===== src/rtl/msc_defines.vh =====
// Constants for the microstep sequencer control core.
// Assumes inclusion by the design file only; no logic lives here.
`ifndef MSC_DEFINES_VH
`define MSC_DEFINES_VH

// Serial command word layout
`define MSC_WORD_BITS 16
`define MSC_WORD_ADDR_MSB 15
`define MSC_WORD_ADDR_LSB 13
`define MSC_WORD_DATA_MSB 12
`define MSC_CMD_COUNT 6
`define MSC_CMD_LAST 3'h5

// Command addresses
`define MSC_CMD_START_WAIT 0
`define MSC_CMD_EXC_WAIT 1
`define MSC_CMD_MODE 2
`define MSC_CMD_PULSE_CYCLE 3
`define MSC_CMD_PULSE_COUNT 4
`define MSC_CMD_SCALE 5

// Fields of the mode command
`define MSC_MODE_TWO_PHASE_BIT 0
`define MSC_MODE_DIR_BIT 1
`define MSC_MODE_CUR_LSB 2
`define MSC_MODE_CUR_MSB 5
// Fields of the scale command
`define MSC_SCALE_MULT_LSB 0
`define MSC_SCALE_MULT_MSB 2
`define MSC_SCALE_CHOP_LSB 3
`define MSC_SCALE_CHOP_MSB 12

// Step table
`define MSC_STEP_ONE 6'h01
`define MSC_STEP_QUAD 6'h10
`define MSC_QUAD_MASK 6'h30
`define MSC_FULL_SCALE 10'h3E8

// Register bus map (byte addresses)
`define MSC_REG_STATUS 8'h00
`define MSC_REG_POSITION 8'h04
`define MSC_REG_CTRL 8'h08
`define MSC_REG_CMD_BASE 8'h10
`define MSC_CTRL_HALT_BIT 0
`define MSC_CTRL_RESET 1'h0

// Sequencer states
`define MSC_ST_IDLE 2'h0
`define MSC_ST_WAIT_START 2'h1
`define MSC_ST_WAIT_EXC 2'h2
`define MSC_ST_RUN 2'h3

// Pin synchroniser width
`define MSC_SYNC_BITS 8

`endif


===== src/rtl/msc_top.v =====
// Control core of a two-channel microstep driver: serial command link,
// step sequencer, current reference synthesis, PWM chopping, AHB-Lite status.
// Assumes pins arrive asynchronous to sys_clk_i and an analog comparator
// reports, per bridge, when sensed current exceeds the reference level.
`timescale 1ns/1ps
`include "msc_defines.vh"

// What this block does
// - One electrical cycle is split into 64 current steps, one per pulse in microstep mode.
// - Each step adds 5.625 degrees; sixteen steps make a quarter cycle.
// - Phase current follows typical table levels 0, 9.8, 19.5 ... 70.7 ... 100.
// - Two-phase mode drives plus or minus full scale on both bridges.
// - Microstep or two-phase mode is chosen only by a serial command.
// - Each bridge is chopped by comparing sensed current with the step reference.
// - Commands set waits, chopping, current, direction, mode, pulse cycle and count.
// - Each command has its own address; unwritten addresses keep contents.
// - Reset pin low clears registers, halts logic, floats both bridges.
// - After reset excitation starts at bridge one +100%, bridge two 0%.
// - Two-phase after reset starts with both bridges at positive full current.
// - Phase marker stays low after reset until the first step pulse.
// - Start wait then excitation wait complete before any step pulse.
// - Enable low floats the bridges at once and enters standby.
// - Pending pulses resume from the kept position when enable returns.
// - Standby keeps all command contents and the excitation position.
// - Stopped reference clock freezes logic while excitation continues.
// - Reference clock back with enable low keeps standby.
// - Serial word is 16 bits LSB first: 3 address bits over 13 data bits.
// - Data sampled on serial clock rise with latch high; applied at latch fall.
// - Phase marker floats during reset and standby.
// - Serial words received during reset or standby are discarded.
module msc_top
(
  input wire sys_clk_i,
  input wire rst_i,
  // AHB-Lite slave
  input wire hsel_i,
  input wire [31:0] haddr_i,
  input wire [1:0] htrans_i,
  input wire hwrite_i,
  input wire [2:0] hsize_i,
  input wire [31:0] hwdata_i,
  input wire hready_i,
  output wire [31:0] hrdata_o,
  output wire hreadyout_o,
  output wire hresp_o,
  // Device pins
  input wire reset_low_pin_i,
  input wire enable_pin_i,
  input wire reference_clock_in_i,
  input wire serial_clock_i,
  input wire latch_i,
  input wire serial_data_in_i,
  input wire [1:0] sense_over_i,
  output wire bridge_one_fwd_o,
  output wire bridge_one_rev_o,
  output wire bridge_one_oe_o,
  output wire bridge_two_fwd_o,
  output wire bridge_two_rev_o,
  output wire bridge_two_oe_o,
  output wire phase_marker_out_o,
  output wire phase_marker_out_oe_o,
  output wire [9:0] ref_one_o,
  output wire [9:0] ref_two_o
);

  // Typical quarter-cycle current table in tenths of a percent
  function [9:0] quarter_level;
    input [4:0] k;
    begin
      case (k)
        5'h00: quarter_level = 10'h000;
        5'h01: quarter_level = 10'h062;
        5'h02: quarter_level = 10'h0C3;
        5'h03: quarter_level = 10'h122;
        5'h04: quarter_level = 10'h17F;
        5'h05: quarter_level = 10'h1D7;
        5'h06: quarter_level = 10'h22C;
        5'h07: quarter_level = 10'h27A;
        5'h08: quarter_level = 10'h2C3;
        5'h09: quarter_level = 10'h305;
        5'h0A: quarter_level = 10'h33F;
        5'h0B: quarter_level = 10'h372;
        5'h0C: quarter_level = 10'h39C;
        5'h0D: quarter_level = 10'h3BD;
        5'h0E: quarter_level = 10'h3D5;
        default: quarter_level = `MSC_FULL_SCALE;
      endcase
    end
  endfunction

  // Pin synchronisers; stage one feeds stage two only
  wire [`MSC_SYNC_BITS-1:0] pins_raw;
  reg [`MSC_SYNC_BITS-1:0] sync1_q;
  reg [`MSC_SYNC_BITS-1:0] sync2_q;
  reg [`MSC_SYNC_BITS-1:0] sync3_q;
  assign pins_raw = {sense_over_i, serial_data_in_i, latch_i, serial_clock_i,
                     reference_clock_in_i, enable_pin_i, reset_low_pin_i};
  genvar gi;
  generate
    for (gi = 0; gi < `MSC_SYNC_BITS; gi = gi + 1)
    begin : g_sync
      always @(posedge sys_clk_i or posedge rst_i)
      begin
        if (rst_i)
        begin
          sync1_q[gi] <= 1'h0;
          sync2_q[gi] <= 1'h0;
          sync3_q[gi] <= 1'h0;
        end
        else
        begin
          sync1_q[gi] <= pins_raw[gi];
          sync2_q[gi] <= sync1_q[gi];
          sync3_q[gi] <= sync2_q[gi];
        end
      end
    end
  endgenerate

  wire pin_run = sync2_q[0];
  wire en_s = sync2_q[1];
  wire ref_rise = sync2_q[2] & ~sync3_q[2];
  wire sclk_rise = sync2_q[3] & ~sync3_q[3];
  wire latch_s = sync2_q[4];
  wire latch_fall = ~sync2_q[4] & sync3_q[4];
  wire serial_data_in_s = sync2_q[5];
  wire [1:0] over_s = sync2_q[7:6];

  // State
  reg [15:0] shift_q;
  reg [3:0] bit_cnt_q;
  reg [77:0] cmd_q;
  reg [77:0] pend_q;
  reg [5:0] pend_v_q;
  reg [1:0] state_q;
  reg [12:0] tick_cnt_q;
  reg [19:0] pulses_left_q;
  reg [5:0] step_idx_q;
  reg excited_q;
  reg first_pulse_q;
  reg ctrl_halt_q;

  // Command fields
  wire [12:0] start_wait = cmd_q[`MSC_CMD_START_WAIT*13 +: 13];
  wire [12:0] exc_wait = cmd_q[`MSC_CMD_EXC_WAIT*13 +: 13];
  wire [12:0] mode_word = cmd_q[`MSC_CMD_MODE*13 +: 13];
  wire [12:0] pulse_cycle = cmd_q[`MSC_CMD_PULSE_CYCLE*13 +: 13];
  wire [12:0] scale_word = cmd_q[`MSC_CMD_SCALE*13 +: 13];
  wire two_phase = mode_word[`MSC_MODE_TWO_PHASE_BIT];
  wire dir_down = mode_word[`MSC_MODE_DIR_BIT];
  wire [3:0] cur_sel = mode_word[`MSC_MODE_CUR_MSB:`MSC_MODE_CUR_LSB];
  wire [2:0] mult_sel = scale_word[`MSC_SCALE_MULT_MSB:`MSC_SCALE_MULT_LSB];
  wire [9:0] chop_period = scale_word[`MSC_SCALE_CHOP_MSB:`MSC_SCALE_CHOP_LSB];

  // Link is deaf in reset, standby and the two start waits
  wire in_wait = (state_q == `MSC_ST_WAIT_START) || (state_q == `MSC_ST_WAIT_EXC);
  wire link_ok = pin_run & en_s & ~in_wait;
  wire [15:0] word_in = {serial_data_in_s, shift_q[15:1]};
  wire [2:0] word_addr = word_in[`MSC_WORD_ADDR_MSB:`MSC_WORD_ADDR_LSB];
  wire word_done = sclk_rise & latch_s & (bit_cnt_q == 4'hF);
  wire commit = latch_fall & link_ok & (pend_v_q != 6'h00);
  wire launch = commit & pend_v_q[`MSC_CMD_PULSE_COUNT];
  wire [12:0] new_mode = pend_q[`MSC_CMD_MODE*13 +: 13];
  wire [12:0] new_count = pend_q[`MSC_CMD_PULSE_COUNT*13 +: 13];
  wire [2:0] new_mult = pend_v_q[`MSC_CMD_SCALE] ?
    pend_q[`MSC_CMD_SCALE*13 + `MSC_SCALE_MULT_LSB +: 3] : mult_sel;

  // Serial shifter and per-address staging; partial words are dropped
  integer k;
  always @(posedge sys_clk_i or posedge rst_i)
  begin
    if (rst_i)
    begin
      shift_q <= 16'h0000;
      bit_cnt_q <= 4'h0;
      pend_q <= 78'h0;
      pend_v_q <= 6'h00;
      cmd_q <= 78'h0;
    end
    else if (!pin_run)
    begin
      shift_q <= 16'h0000;
      bit_cnt_q <= 4'h0;
      pend_q <= 78'h0;
      pend_v_q <= 6'h00;
      cmd_q <= 78'h0;
    end
    else
    begin
      if (!latch_s)
        bit_cnt_q <= 4'h0;
      else if (sclk_rise)
      begin
        shift_q <= word_in;
        bit_cnt_q <= bit_cnt_q + 4'h1;
      end
      // Last word per address wins within one latch window
      for (k = 0; k < `MSC_CMD_COUNT; k = k + 1)
      begin
        if (latch_fall)
          pend_v_q[k] <= 1'b0;
        else if (word_done && link_ok && (word_addr == k[2:0]))
        begin
          pend_v_q[k] <= 1'b1;
          pend_q[k*13 +: 13] <= word_in[`MSC_WORD_DATA_MSB:0];
        end
        if (commit && pend_v_q[k])
          cmd_q[k*13 +: 13] <= pend_q[k*13 +: 13];
      end
    end
  end

  // Step sequencer, timed by reference clock edges only
  wire run_ok = en_s & ~ctrl_halt_q;
  wire [12:0] cycle_min = (pulse_cycle == 13'h0000) ? 13'h0001 : pulse_cycle;
  wire [5:0] step_delta = two_phase ? `MSC_STEP_QUAD : `MSC_STEP_ONE;
  wire [19:0] launch_pulses = {7'h00, new_count} << new_mult;
  always @(posedge sys_clk_i or posedge rst_i)
  begin
    if (rst_i)
    begin
      state_q <= `MSC_ST_IDLE;
      tick_cnt_q <= 13'h0000;
      pulses_left_q <= 20'h00000;
      step_idx_q <= 6'h00;
      excited_q <= 1'b0;
      first_pulse_q <= 1'b0;
    end
    else if (!pin_run)
    begin
      state_q <= `MSC_ST_IDLE;
      tick_cnt_q <= 13'h0000;
      pulses_left_q <= 20'h00000;
      step_idx_q <= 6'h00;
      excited_q <= 1'b0;
      first_pulse_q <= 1'b0;
    end
    else if (launch)
    begin
      state_q <= `MSC_ST_WAIT_START;
      tick_cnt_q <= 13'h0000;
      pulses_left_q <= launch_pulses;
      if (pend_v_q[`MSC_CMD_MODE] && new_mode[`MSC_MODE_TWO_PHASE_BIT])
        step_idx_q <= step_idx_q & `MSC_QUAD_MASK;
    end
    else
    begin
      if (commit && pend_v_q[`MSC_CMD_MODE] && new_mode[`MSC_MODE_TWO_PHASE_BIT])
        step_idx_q <= step_idx_q & `MSC_QUAD_MASK;
      // No reference edges means no progress: logic freezes in place
      if (ref_rise && run_ok)
      begin
        case (state_q)
          `MSC_ST_WAIT_START:
          begin
            if (tick_cnt_q >= start_wait)
            begin
              state_q <= `MSC_ST_WAIT_EXC;
              tick_cnt_q <= 13'h0000;
              excited_q <= 1'b1;
            end
            else
              tick_cnt_q <= tick_cnt_q + 13'h0001;
          end
          `MSC_ST_WAIT_EXC:
          begin
            if (tick_cnt_q >= exc_wait)
            begin
              state_q <= `MSC_ST_RUN;
              tick_cnt_q <= 13'h0000;
            end
            else
              tick_cnt_q <= tick_cnt_q + 13'h0001;
          end
          `MSC_ST_RUN:
          begin
            if (pulses_left_q == 20'h00000)
              state_q <= `MSC_ST_IDLE;
            else if (tick_cnt_q + 13'h0001 >= cycle_min)
            begin
              tick_cnt_q <= 13'h0000;
              pulses_left_q <= pulses_left_q - 20'h00001;
              first_pulse_q <= 1'b1;
              if (dir_down)
                step_idx_q <= step_idx_q - step_delta;
              else
                step_idx_q <= step_idx_q + step_delta;
            end
            else
              tick_cnt_q <= tick_cnt_q + 13'h0001;
          end
          default:
            tick_cnt_q <= 13'h0000;
        endcase
      end
    end
  end

  // Current targets from quadrant and position in it
  wire [1:0] quad = step_idx_q[5:4];
  wire [4:0] pos = {1'b0, step_idx_q[3:0]};
  wire [9:0] lvl_up = quarter_level(pos);
  wire [9:0] lvl_dn = quarter_level(5'h10 - pos);
  reg [9:0] mag_one;
  reg [9:0] mag_two;
  reg neg_one;
  reg neg_two;
  always @*
  begin
    neg_one = quad[0] ^ quad[1];
    neg_two = quad[1];
    mag_one = quad[0] ? lvl_up : lvl_dn;
    mag_two = quad[0] ? lvl_dn : lvl_up;
    if (two_phase)
    begin
      mag_one = `MSC_FULL_SCALE;
      mag_two = `MSC_FULL_SCALE;
      neg_one = quad[0];
      neg_two = quad[1];
    end
  end

  // Scale by programmed motor current, (cur+1)/16 of table level
  wire [13:0] scaled_one = mag_one * ({1'b0, cur_sel} + 5'h01);
  wire [13:0] scaled_two = mag_two * ({1'b0, cur_sel} + 5'h01);

  // Peak-current chopping: turn on each period, cut when sense exceeds reference
  reg [9:0] chop_cnt_q;
  reg [1:0] chop_on_q;
  reg [9:0] ref_one_q;
  reg [9:0] ref_two_q;
  reg [5:0] bridge_q;
  reg marker_q;
  reg marker_oe_q;
  wire chop_wrap = (chop_cnt_q >= chop_period);
  wire drive_en = pin_run & en_s & excited_q;
  always @(posedge sys_clk_i or posedge rst_i)
  begin
    if (rst_i)
    begin
      chop_cnt_q <= 10'h000;
      chop_on_q <= 2'h0;
      ref_one_q <= 10'h000;
      ref_two_q <= 10'h000;
      bridge_q <= 6'h00;
      marker_q <= 1'b0;
      marker_oe_q <= 1'b0;
    end
    else
    begin
      chop_cnt_q <= chop_wrap ? 10'h000 : chop_cnt_q + 10'h001;
      ref_one_q <= scaled_one[13:4];
      ref_two_q <= scaled_two[13:4];
      if (chop_wrap)
        chop_on_q <= {ref_two_q != 10'h000, ref_one_q != 10'h000};
      else
        chop_on_q <= chop_on_q & ~over_s;
      // Off-time is slow decay with the bridge still enabled
      bridge_q <= {drive_en, drive_en & chop_on_q[1] & neg_two,
                   drive_en & chop_on_q[1] & ~neg_two,
                   drive_en, drive_en & chop_on_q[0] & neg_one,
                   drive_en & chop_on_q[0] & ~neg_one};
      marker_oe_q <= pin_run & en_s;
      if (!first_pulse_q)
        marker_q <= 1'b0;
      else if (two_phase)
        marker_q <= (quad != 2'h0);
      else
        marker_q <= (step_idx_q != 6'h00);
    end
  end

  // AHB-Lite slave: zero wait, always OKAY, reads registered
  reg hready_q;
  reg [31:0] hrdata_q;
  reg wr_pend_q;
  reg [7:0] wr_addr_q;
  wire addr_take = hsel_i & hready_i & htrans_i[1];
  wire [7:0] cmd_off = haddr_i[7:0] - `MSC_REG_CMD_BASE;
  reg [31:0] rd_mux;
  always @*
  begin
    rd_mux = 32'h00000000;
    if (haddr_i[7:0] == `MSC_REG_STATUS)
      rd_mux = {24'h000000, marker_q, first_pulse_q, excited_q, en_s, pin_run,
                ctrl_halt_q, state_q};
    else if (haddr_i[7:0] == `MSC_REG_POSITION)
      rd_mux = {4'h0, pulses_left_q, 2'h0, step_idx_q};
    else if (haddr_i[7:0] == `MSC_REG_CTRL)
      rd_mux = {31'h00000000, ctrl_halt_q};
    else if ((haddr_i[7:0] >= `MSC_REG_CMD_BASE) && (cmd_off[7:2] <= 6'h05) &&
             (cmd_off[1:0] == 2'h0))
      rd_mux = {19'h00000, cmd_q[cmd_off[4:2]*13 +: 13]};
  end

  always @(posedge sys_clk_i or posedge rst_i)
  begin
    if (rst_i)
    begin
      hready_q <= 1'b0;
      hrdata_q <= 32'h00000000;
      wr_pend_q <= 1'b0;
      wr_addr_q <= 8'h00;
      ctrl_halt_q <= `MSC_CTRL_RESET;
    end
    else
    begin
      hready_q <= 1'b1;
      wr_pend_q <= addr_take & hwrite_i;
      if (addr_take)
        wr_addr_q <= haddr_i[7:0];
      if (addr_take && !hwrite_i)
        hrdata_q <= rd_mux;
      if (wr_pend_q && (wr_addr_q == `MSC_REG_CTRL))
        ctrl_halt_q <= hwdata_i[`MSC_CTRL_HALT_BIT];
    end
  end

  assign hrdata_o = hrdata_q;
  assign hreadyout_o = hready_q;
  assign hresp_o = 1'b0;
  assign bridge_one_fwd_o = bridge_q[0];
  assign bridge_one_rev_o = bridge_q[1];
  assign bridge_one_oe_o = bridge_q[2];
  assign bridge_two_fwd_o = bridge_q[3];
  assign bridge_two_rev_o = bridge_q[4];
  assign bridge_two_oe_o = bridge_q[5];
  assign phase_marker_out_o = marker_q;
  assign phase_marker_out_oe_o = marker_oe_q;
  assign ref_one_o = ref_one_q;
  assign ref_two_o = ref_two_q;

endmodule // msc_top


===== config.mk =====
export PLATFORM = sky130hd
export DESIGN_NAME = msc_top
export DESIGN_NICKNAME = d
export VERILOG_FILES = /design/src/rtl/msc_top.v
export VERILOG_INCLUDE_DIRS = /design/src /design/src/rtl
export SDC_FILE = /design/constraint.sdc
export NUM_CORES = 1
export LEC_CHECK = 0
export ABC_AREA = 0
export BUFFER_PORTS_ARGS = -buffer_cell sky130_fd_sc_hd__buf_2
export CAP_MARGIN = 20
export CORE_MARGIN = 5
export CORE_UTILIZATION = 45
export CTS_BUF_LIST = sky130_fd_sc_hd__clkbuf_8
export CTS_CLUSTER_DIAMETER = 40
export DETAILED_ROUTE_END_ITERATION = 10
export HOLD_SLACK_MARGIN = 0.02
export MAX_ROUTING_LAYER = met4
export PLACE_DENSITY = 0.67
export SLEW_MARGIN = 10
export SYNTH_ARGS = -nofsm -noshare
export SYNTH_HDL_FRONTEND = slang
export SYNTH_SLANG_ARGS = --single-unit
export TNS_END_PERCENT = 100

===== constraint.sdc =====
create_clock -name sys_clk_i -period 10.46 [get_ports sys_clk_i]
set_input_delay 0 -clock sys_clk_i [delete_from_list [all_inputs] [get_ports sys_clk_i]]
set_output_delay 0 -clock sys_clk_i [all_outputs]
set_load 0.05 [all_outputs]

# Word-level counts from Yosys, hierarchy flattened
# Memory sizes are Yosys's and may differ from the RTL's.
# Index checks and enable logic that the tools add are counted.
dict set report word_totals {
  rom_bits 320
  elab_cells 303
  mem_bits_rw 0
  out_inout_bits 62
  latchBits 0
  regBits 327
  n_memories 2
}
dict set report op_classes {
  n_eq_ne 51
  n_shift 2
  n_addsub 9
  mul 3
  n_mux 97
  bitwise_logic 31
  n_reduce_logical 44
  n_lt_le_gt_ge 6
  div_mod_pow 0
}
# memory depth width read_ports rd_clocked_by_memory_dff wr line
set memory_table {}
lappend memory_table {{(no name shown)} 16 10 1 0 0 msc_top.v:70} ;# case (k)
lappend memory_table {{(no name shown)} 16 10 1 0 0 msc_top.v:70}
# cell count
set op_table {}
lappend op_table {{2-to-1 mux 13 bit} 28}
lappend op_table {{2-to-1 mux 78 bit} 2}
lappend op_table {{2-to-1 mux 20 bit} 6}
lappend op_table {{indexed part select 78 x 8 -> 13 bit} 1}
lappend op_table {{2-to-1 mux 10 bit} 6}
lappend op_table {{2-to-1 mux 28 bit} 2}
lappend op_table {{2-to-1 mux 16 bit} 3}
lappend op_table {{2-to-1 mux 6 bit} 8}
lappend op_table {{greater-or-equal comparator 13 bit} 3}
lappend op_table {{case mux 13 bit (3 select lines)} 1}
lappend op_table {{inequality test 2 x 1 -> 1 bit, second input constant} 19}
lappend op_table {{inequality test 3 x 1 -> 1 bit, second input constant} 9}
lappend op_table {{2-to-1 mux 1 bit} 26}
lappend op_table {{bitwise AND 1 bit} 21}
lappend op_table {{logical AND 1 bit} 20}
lappend op_table {{zero test 20 bit} 1}
lappend op_table {{2-to-1 mux 4 bit} 5}
lappend op_table {{nonzero test 10 bit} 2}
lappend op_table {{left shift 13 x 3 -> 20 bit} 1}
lappend op_table {{subtractor 20 x 1 -> 20 bit, second input constant} 1}
lappend op_table {{equality test 8 x 4 -> 1 bit, second input constant} 2}
lappend op_table {{AND reduction 2 bit} 8}
lappend op_table {{multiplier 10 x 14 -> 14 bit} 1}
lappend op_table {{multiplier 10 x 5 -> 14 bit} 1}
lappend op_table {{other kinds (43)} 66}

# Logic depth before layout (Yosys ltp)
dict set report logic_depth {
  depth_word 15
  depth_mapped 26
  mapped_depth_nobuf 24
}

# Worst setup path before layout
# OpenSTA, ideal clock, no wires.
dict set report synth_timing {
  kind {register -> register}
  startpoint {register step_idx_q[0]}
  endpoint {register ref_two_q[9], in the netlist ref_two_o[9]}
  setup_ps 80
  n_path_buf 2
  slack_ps 4381
  stages_incl_launch_ff 25
  required_ps 10380
  arrival_ps 5999
  path_cell_list {dfrtp_1 > buf_2 > inv_1 > ha_1 > inv_1 > ha_1 > clkbuf_1 > mux2_2 > a21oi_1 > o22ai_1 > a221oi_1 > nor2_1 > a211oi_1 > nor2_1 > fa_1 > fa_1 > inv_1 > fa_1 > inv_1 > ha_1 > a21o_1 > a21o_1 > a221o_1 > a21oi_1 > xnor2_1}
}
dict set report synth_via {
  elab_chain_cells 6
  word_cells_on_any_way 7
  cone_classes {1 x add/sub; 1 x mul; 3 x mux; 2 x memory}
}
# element line
set synth_lines {}
lappend synth_lines {{start, declared} msc_top.v:138} ;# reg [5:0] step_idx_q;
lappend synth_lines {{start signal, assigned} msc_top.v:244} ;# step_idx_q <= step_idx_q & `MSC_QUAD_MASK;
lappend synth_lines {{start signal, assigned} msc_top.v:249} ;# step_idx_q <= step_idx_q & `MSC_QUAD_MASK;
lappend synth_lines {{start signal, assigned} msc_top.v:285} ;# step_idx_q <= step_idx_q - step_delta;
lappend synth_lines {{subtractor 5 x 4 -> 5 bit} msc_top.v:303} ;# wire [9:0] lvl_dn = quarter_level(5'h10 - pos);
lappend synth_lines {{memory (16 x 10 bit)} n/a}
lappend synth_lines {{2-to-1 mux 10 bit} msc_top.v:70}
lappend synth_lines {{2-to-1 mux 10 bit *} msc_top.v:313} ;# mag_two = quad[0] ? lvl_dn : lvl_up;
lappend synth_lines {{2-to-1 mux 10 bit *} msc_top.v:314} ;# if (two_phase)
lappend synth_lines {{multiplier 10 x 5 -> 14 bit *} msc_top.v:325} ;# wire [13:0] scaled_two = mag_two * ({1'b0, cur_sel} + 5'h01);
lappend synth_lines {{named net scaled_two[13]} msc_top.v:325}
lappend synth_lines {{end signal, assigned} msc_top.v:353} ;# ref_two_q <= scaled_two[13:4];
lappend synth_lines {{end, declared} msc_top.v:331} ;# reg [9:0] ref_two_q;
# Mark *: on every way through the listed nets, which the timed path passes. The rest lies on a longest branch.
# A chain may end at the register's enable or synchronous reset.

# Worst setup path in the final report
# Same ends and word-level chain as after synthesis.

==> results_dict.tcl <==
set metrics [dict create \
    status "completed" \
    whs_endpoint "ctrl_halt_q" \
    netlist_area_um2 19670 \
    worst_path_largest_cell_delay_ns 0.71 \
    hp-start "hwdata_i[0]" \
    met2_usage_pct 35.02 \
    crit_path_cell_trace "inv_1 -> ha_1 -> inv_1 -> ha_1 -> mux2_2 -> a21oi_1 -> o22ai_1 -> a221oi_1 -> nor2_1 -> a211oi_1 -> nor2_1 -> fa_1 -> fa_1 -> inv_1 -> fa_1 -> inv_1 -> ha_1 -> a21o_1 -> a21o_1 -> a221o_1 -> a21oi_1 -> xnor2_1" \
    clk_latency_ns 0.65 \
    fin_nets 2427 \
    syn_inst 2117 \
    synthTopCellsByCount "334 x nand2_1, 321 x dfrtp_1, 203 x nor2_1" \
    cts_tree "done" \
    p_leak_uw 0.01057 \
    grt_util_met1_pct 30.69 \
    antenna_found_initial 1 \
    ys_warn_count 0 \
    rsz0062_at_grt "no" \
    wl_per_cell_um 18.78 \
    ys_ff_latch 321 \
    grt_pass1_vias 15557 \
    rr_startpoint "step_idx_q[0]" \
    finalMaxSlewViolations 0 \
    cp-start-kind "flip-flop" \
    dr.pass1.iters 5 \
    avgViaCountPerCell 5.560 \
    p_per_area_nw_per_um2 119.3 \
    cts_buffer_depth 3 \
    die_y_um 219.1 \
    synth_area_per_cell_um2 9.291 \
    fin_crit_ns 7.093 \
    placed_area_um2 20480 \
    critPathMaxFanout 12 \
    vias 15663 \
    stdcell_count 2817 \
    rr_endpoint "ref_two_o[9]" \
    clk_pin_slew_ns 0.05 \
    fin_crit_sh_pct 67.81 \
    die_x_um 219.1 \
    synth_ff_type "dfrtp_1" \
    path_class "flip-flop to flip-flop" \
    dp_cells 2674 \
    worst-r2r-setup-slack_ns 3.37 \
    grt_use_met3_pct 3.738 \
    fin_setup_tns_ns 0 \
    clock.fmax_mhz 141.0 \
    port_buffers 79 \
    synth_edf_count 0 \
    cpMaxStageDelayCell "a211oi_1" \
    drive_above_1_share_pct 13.31 \
    finClkSkew_ns 0.02391 \
    slew_headroom_pct 25.00 \
    synth.top_cell.area_share_pct 40.84 \
    crit_arrival_ns 7.64 \
    ys_async_sr_fraction_pct 100.0 \
    grt_pass1_wl_mm 84.99 \
    ctsRootBufferMaster "clkbuf_8" \
    r2r_cells 22 \
    routed_wl_mm 52.90 \
    antenna_left 0 \
    synth_cell_type_count 93 \
    cp_common_cell "inv_1" \
    route.detailed.drc 0 \
    drv_cap 0 \
    track_usage_pct 22.84 \
    grt_max_degree 182 \
    finalSetupViolCount 0 \
    synth.most_common_cell "nand2_1" \
    top_usage_layer "met2" \
    rows 76 \
    cts.htree.levels 2 \
    area_growth_pct 12.50 \
    dr.first_iter.drc_count 1175 \
    cts_buffers 56 \
    netlist_top_cells_area "dfrtp_1 41%, ha_1 7.3%, nand2_1 6.4%" \
    min_path_cells 3 \
    ios 144 \
    tightestPinTransition_ns 1.122 \
    grt_overflow 0 \
    cts_resized 0 \
    ir_worst_vdd_uv 89.79 \
    place_congestion 0.9434 \
    hold_class "input pin to flip-flop" \
    cts_setup_buffers 0 \
    cts_num_sinks 321 \
    final_hold_viol_count 0 \
    dieArea_um2 47990 \
    initial_core_util_pct 45.56 \
    design.core.area_um2 43170 \
    place_hpwl_mm 37.35 \
    end_kind "flip-flop" \
    worstPathRequired_ns 11.01 \
    final_cell_area_um2 22130 \
    post-synth-top-area-cell "dfrtp_1" \
    ys_seq_area_share_pct 40.84 \
]
-- power by group --
group	leakage [uW]	internal (uW)	switching, uW
Combinational	0.00549	33.6	81.0
Sequential	0.00438	1250	7.52
Clock	0.000696	716	548
Total	0.0106	2000	637
-- final cells by class --
class | count | area [um2]
fillers | 4077 | 21040
multi-input cells | 1525 | 10600
flip-flops and latches | 321 | 8033
clock buffers | 71 | 977.2
repair buffers | 138 | 957.2
well taps | 585 | 732.0
inverters | 143 | 546.8
clock inverters | 33 | 280.3
diodes | 1 | 2.502
-- worst max-delay path by stage --
| stage | startpoint | end | slack [ns] | cells past startpoint |
|---|---|---|---|---|
| final | step_idx_q[0] | ref_two_o[9] | 3.37 | 22 |
| after global placement | step_idx_q[0] | ref_two_o[9] | 3.53 | 22 |
| after CTS | step_idx_q[0] | ref_two_o[9] | 3.41 | 22 |
| after floorplan | rst_i | bit_cnt_q[0] | 1.58 | 1 |
| after detailed placement | step_idx_q[0] | ref_two_o[9] | 3.46 | 22 |
| after global routing | step_idx_q[0] | ref_two_o[9] | 2.90 | 22 |
-- critical path, delay by kind of cell (launching register included) --
| kind | cells | cell delay (ns) |
|---|---|---|
| AO/OA/AOI/OAI | 8 | 2.26 |
| buffers and inverters | 4 | 0.56 |
| multiplexers | 1 | 0.39 |
| AND/OR/NAND/NOR | 2 | 0.22 |
| flip-flops | 1 | 0.53 |
| adder cells (fa/ha/maj) | 6 | 2.91 |
| XOR/XNOR | 1 | 0.14 |
-- per-stage QoR --
| stage | total power [uW] | hold slack [ns] | util, % | worst slack, ns |
|---|---|---|---|---|
| finish | 2640 | 0.1563 | 51.25 | 3.367 |
| global route | 2749 | 0.1327 | 51.25 | 2.897 |
| CTS | 2670 | 0.1055 | 51.11 | 3.408 |
| detailed placement | 1387 | 0.1093 | 47.43 | 3.462 |
| global placement | 1384 | 0.1082 | 47.43 | 3.533 |
| floorplan | 1358 | 0.03143 | - | 1.575 |
-- cells in the final DEF, fill, tap and decap left out, types with 11 or more instances in the layout --
master	netlist	final
clkbuf_8	0	71
o21ai_0	61	61
and3_1	17	17
mux4_2	15	15
nor2_1	203	203
nor2b_1	14	14
a22oi_1	17	17
or2_2	28	28
a211oi_1	18	18
a21oi_1	151	151
nand4_1	11	11
xor2_1	26	26
nor3_1	23	22
inv_1	141	152
buf_2	2	79
nand2_1	334	334
a21o_1	21	21
xnor2_1	34	34
fa_1	45	45
ha_1	115	115
dlygate4sd3_1	0	34
mux2_2	24	24
a31oi_1	22	22
nand2b_1	14	13
dfrtp_1	321	321
nand3_1	49	49
mux2i_1	111	110
buf_4	7	21
-- registers in the layout, summed over array words and instances, names as in the netlist, 3 cells and up --
register and cells:
step_idx_q 6, ref_two_o 10, ref_one_o 10, hrdata_o 28, pend_v_q 6, shift_q 15, sync1_q 8, bridge_q 5
chop_cnt_q 10, sync3_q 3, pulses_left_q 20, cmd_q 78, bit_cnt_q 4, pend_q 78, wr_addr_q 8, tick_cnt_q 13
-- layer usage --
layer | vias up | share of wire (%) | wire, um
met5 | - | 0 | 0
met4 | 0 | 3.6 | 1878
met3 | 109 | 6.3 | 3319
met2 | 473 | 46 | 24280
met1 | 7730 | 44 | 23420
li1 | 7351 | - | -
-- cells by family (layout without fill, tap and decap cells) --
kind of cell    Yosys count  after routing  share of synthesized area, %
flops                   321            321                         40.84
xor+xnor                 60             60                         2.672
buf+inv                 275            385                         5.509
simple gates            763            763                         17.56
other cells               2              7                       0.03818
compound gates          386            386                         12.74
fa+ha+maj               160            160                         11.90
mux                     150            150                         8.740
-- repair_timing --
item | CTS | global route
hold buffers | 33 | 1
endpoints found under the hold margin | 158 | 20
setup endpoints to repair | 0 | 0
(Power assumes the default switching activity.)
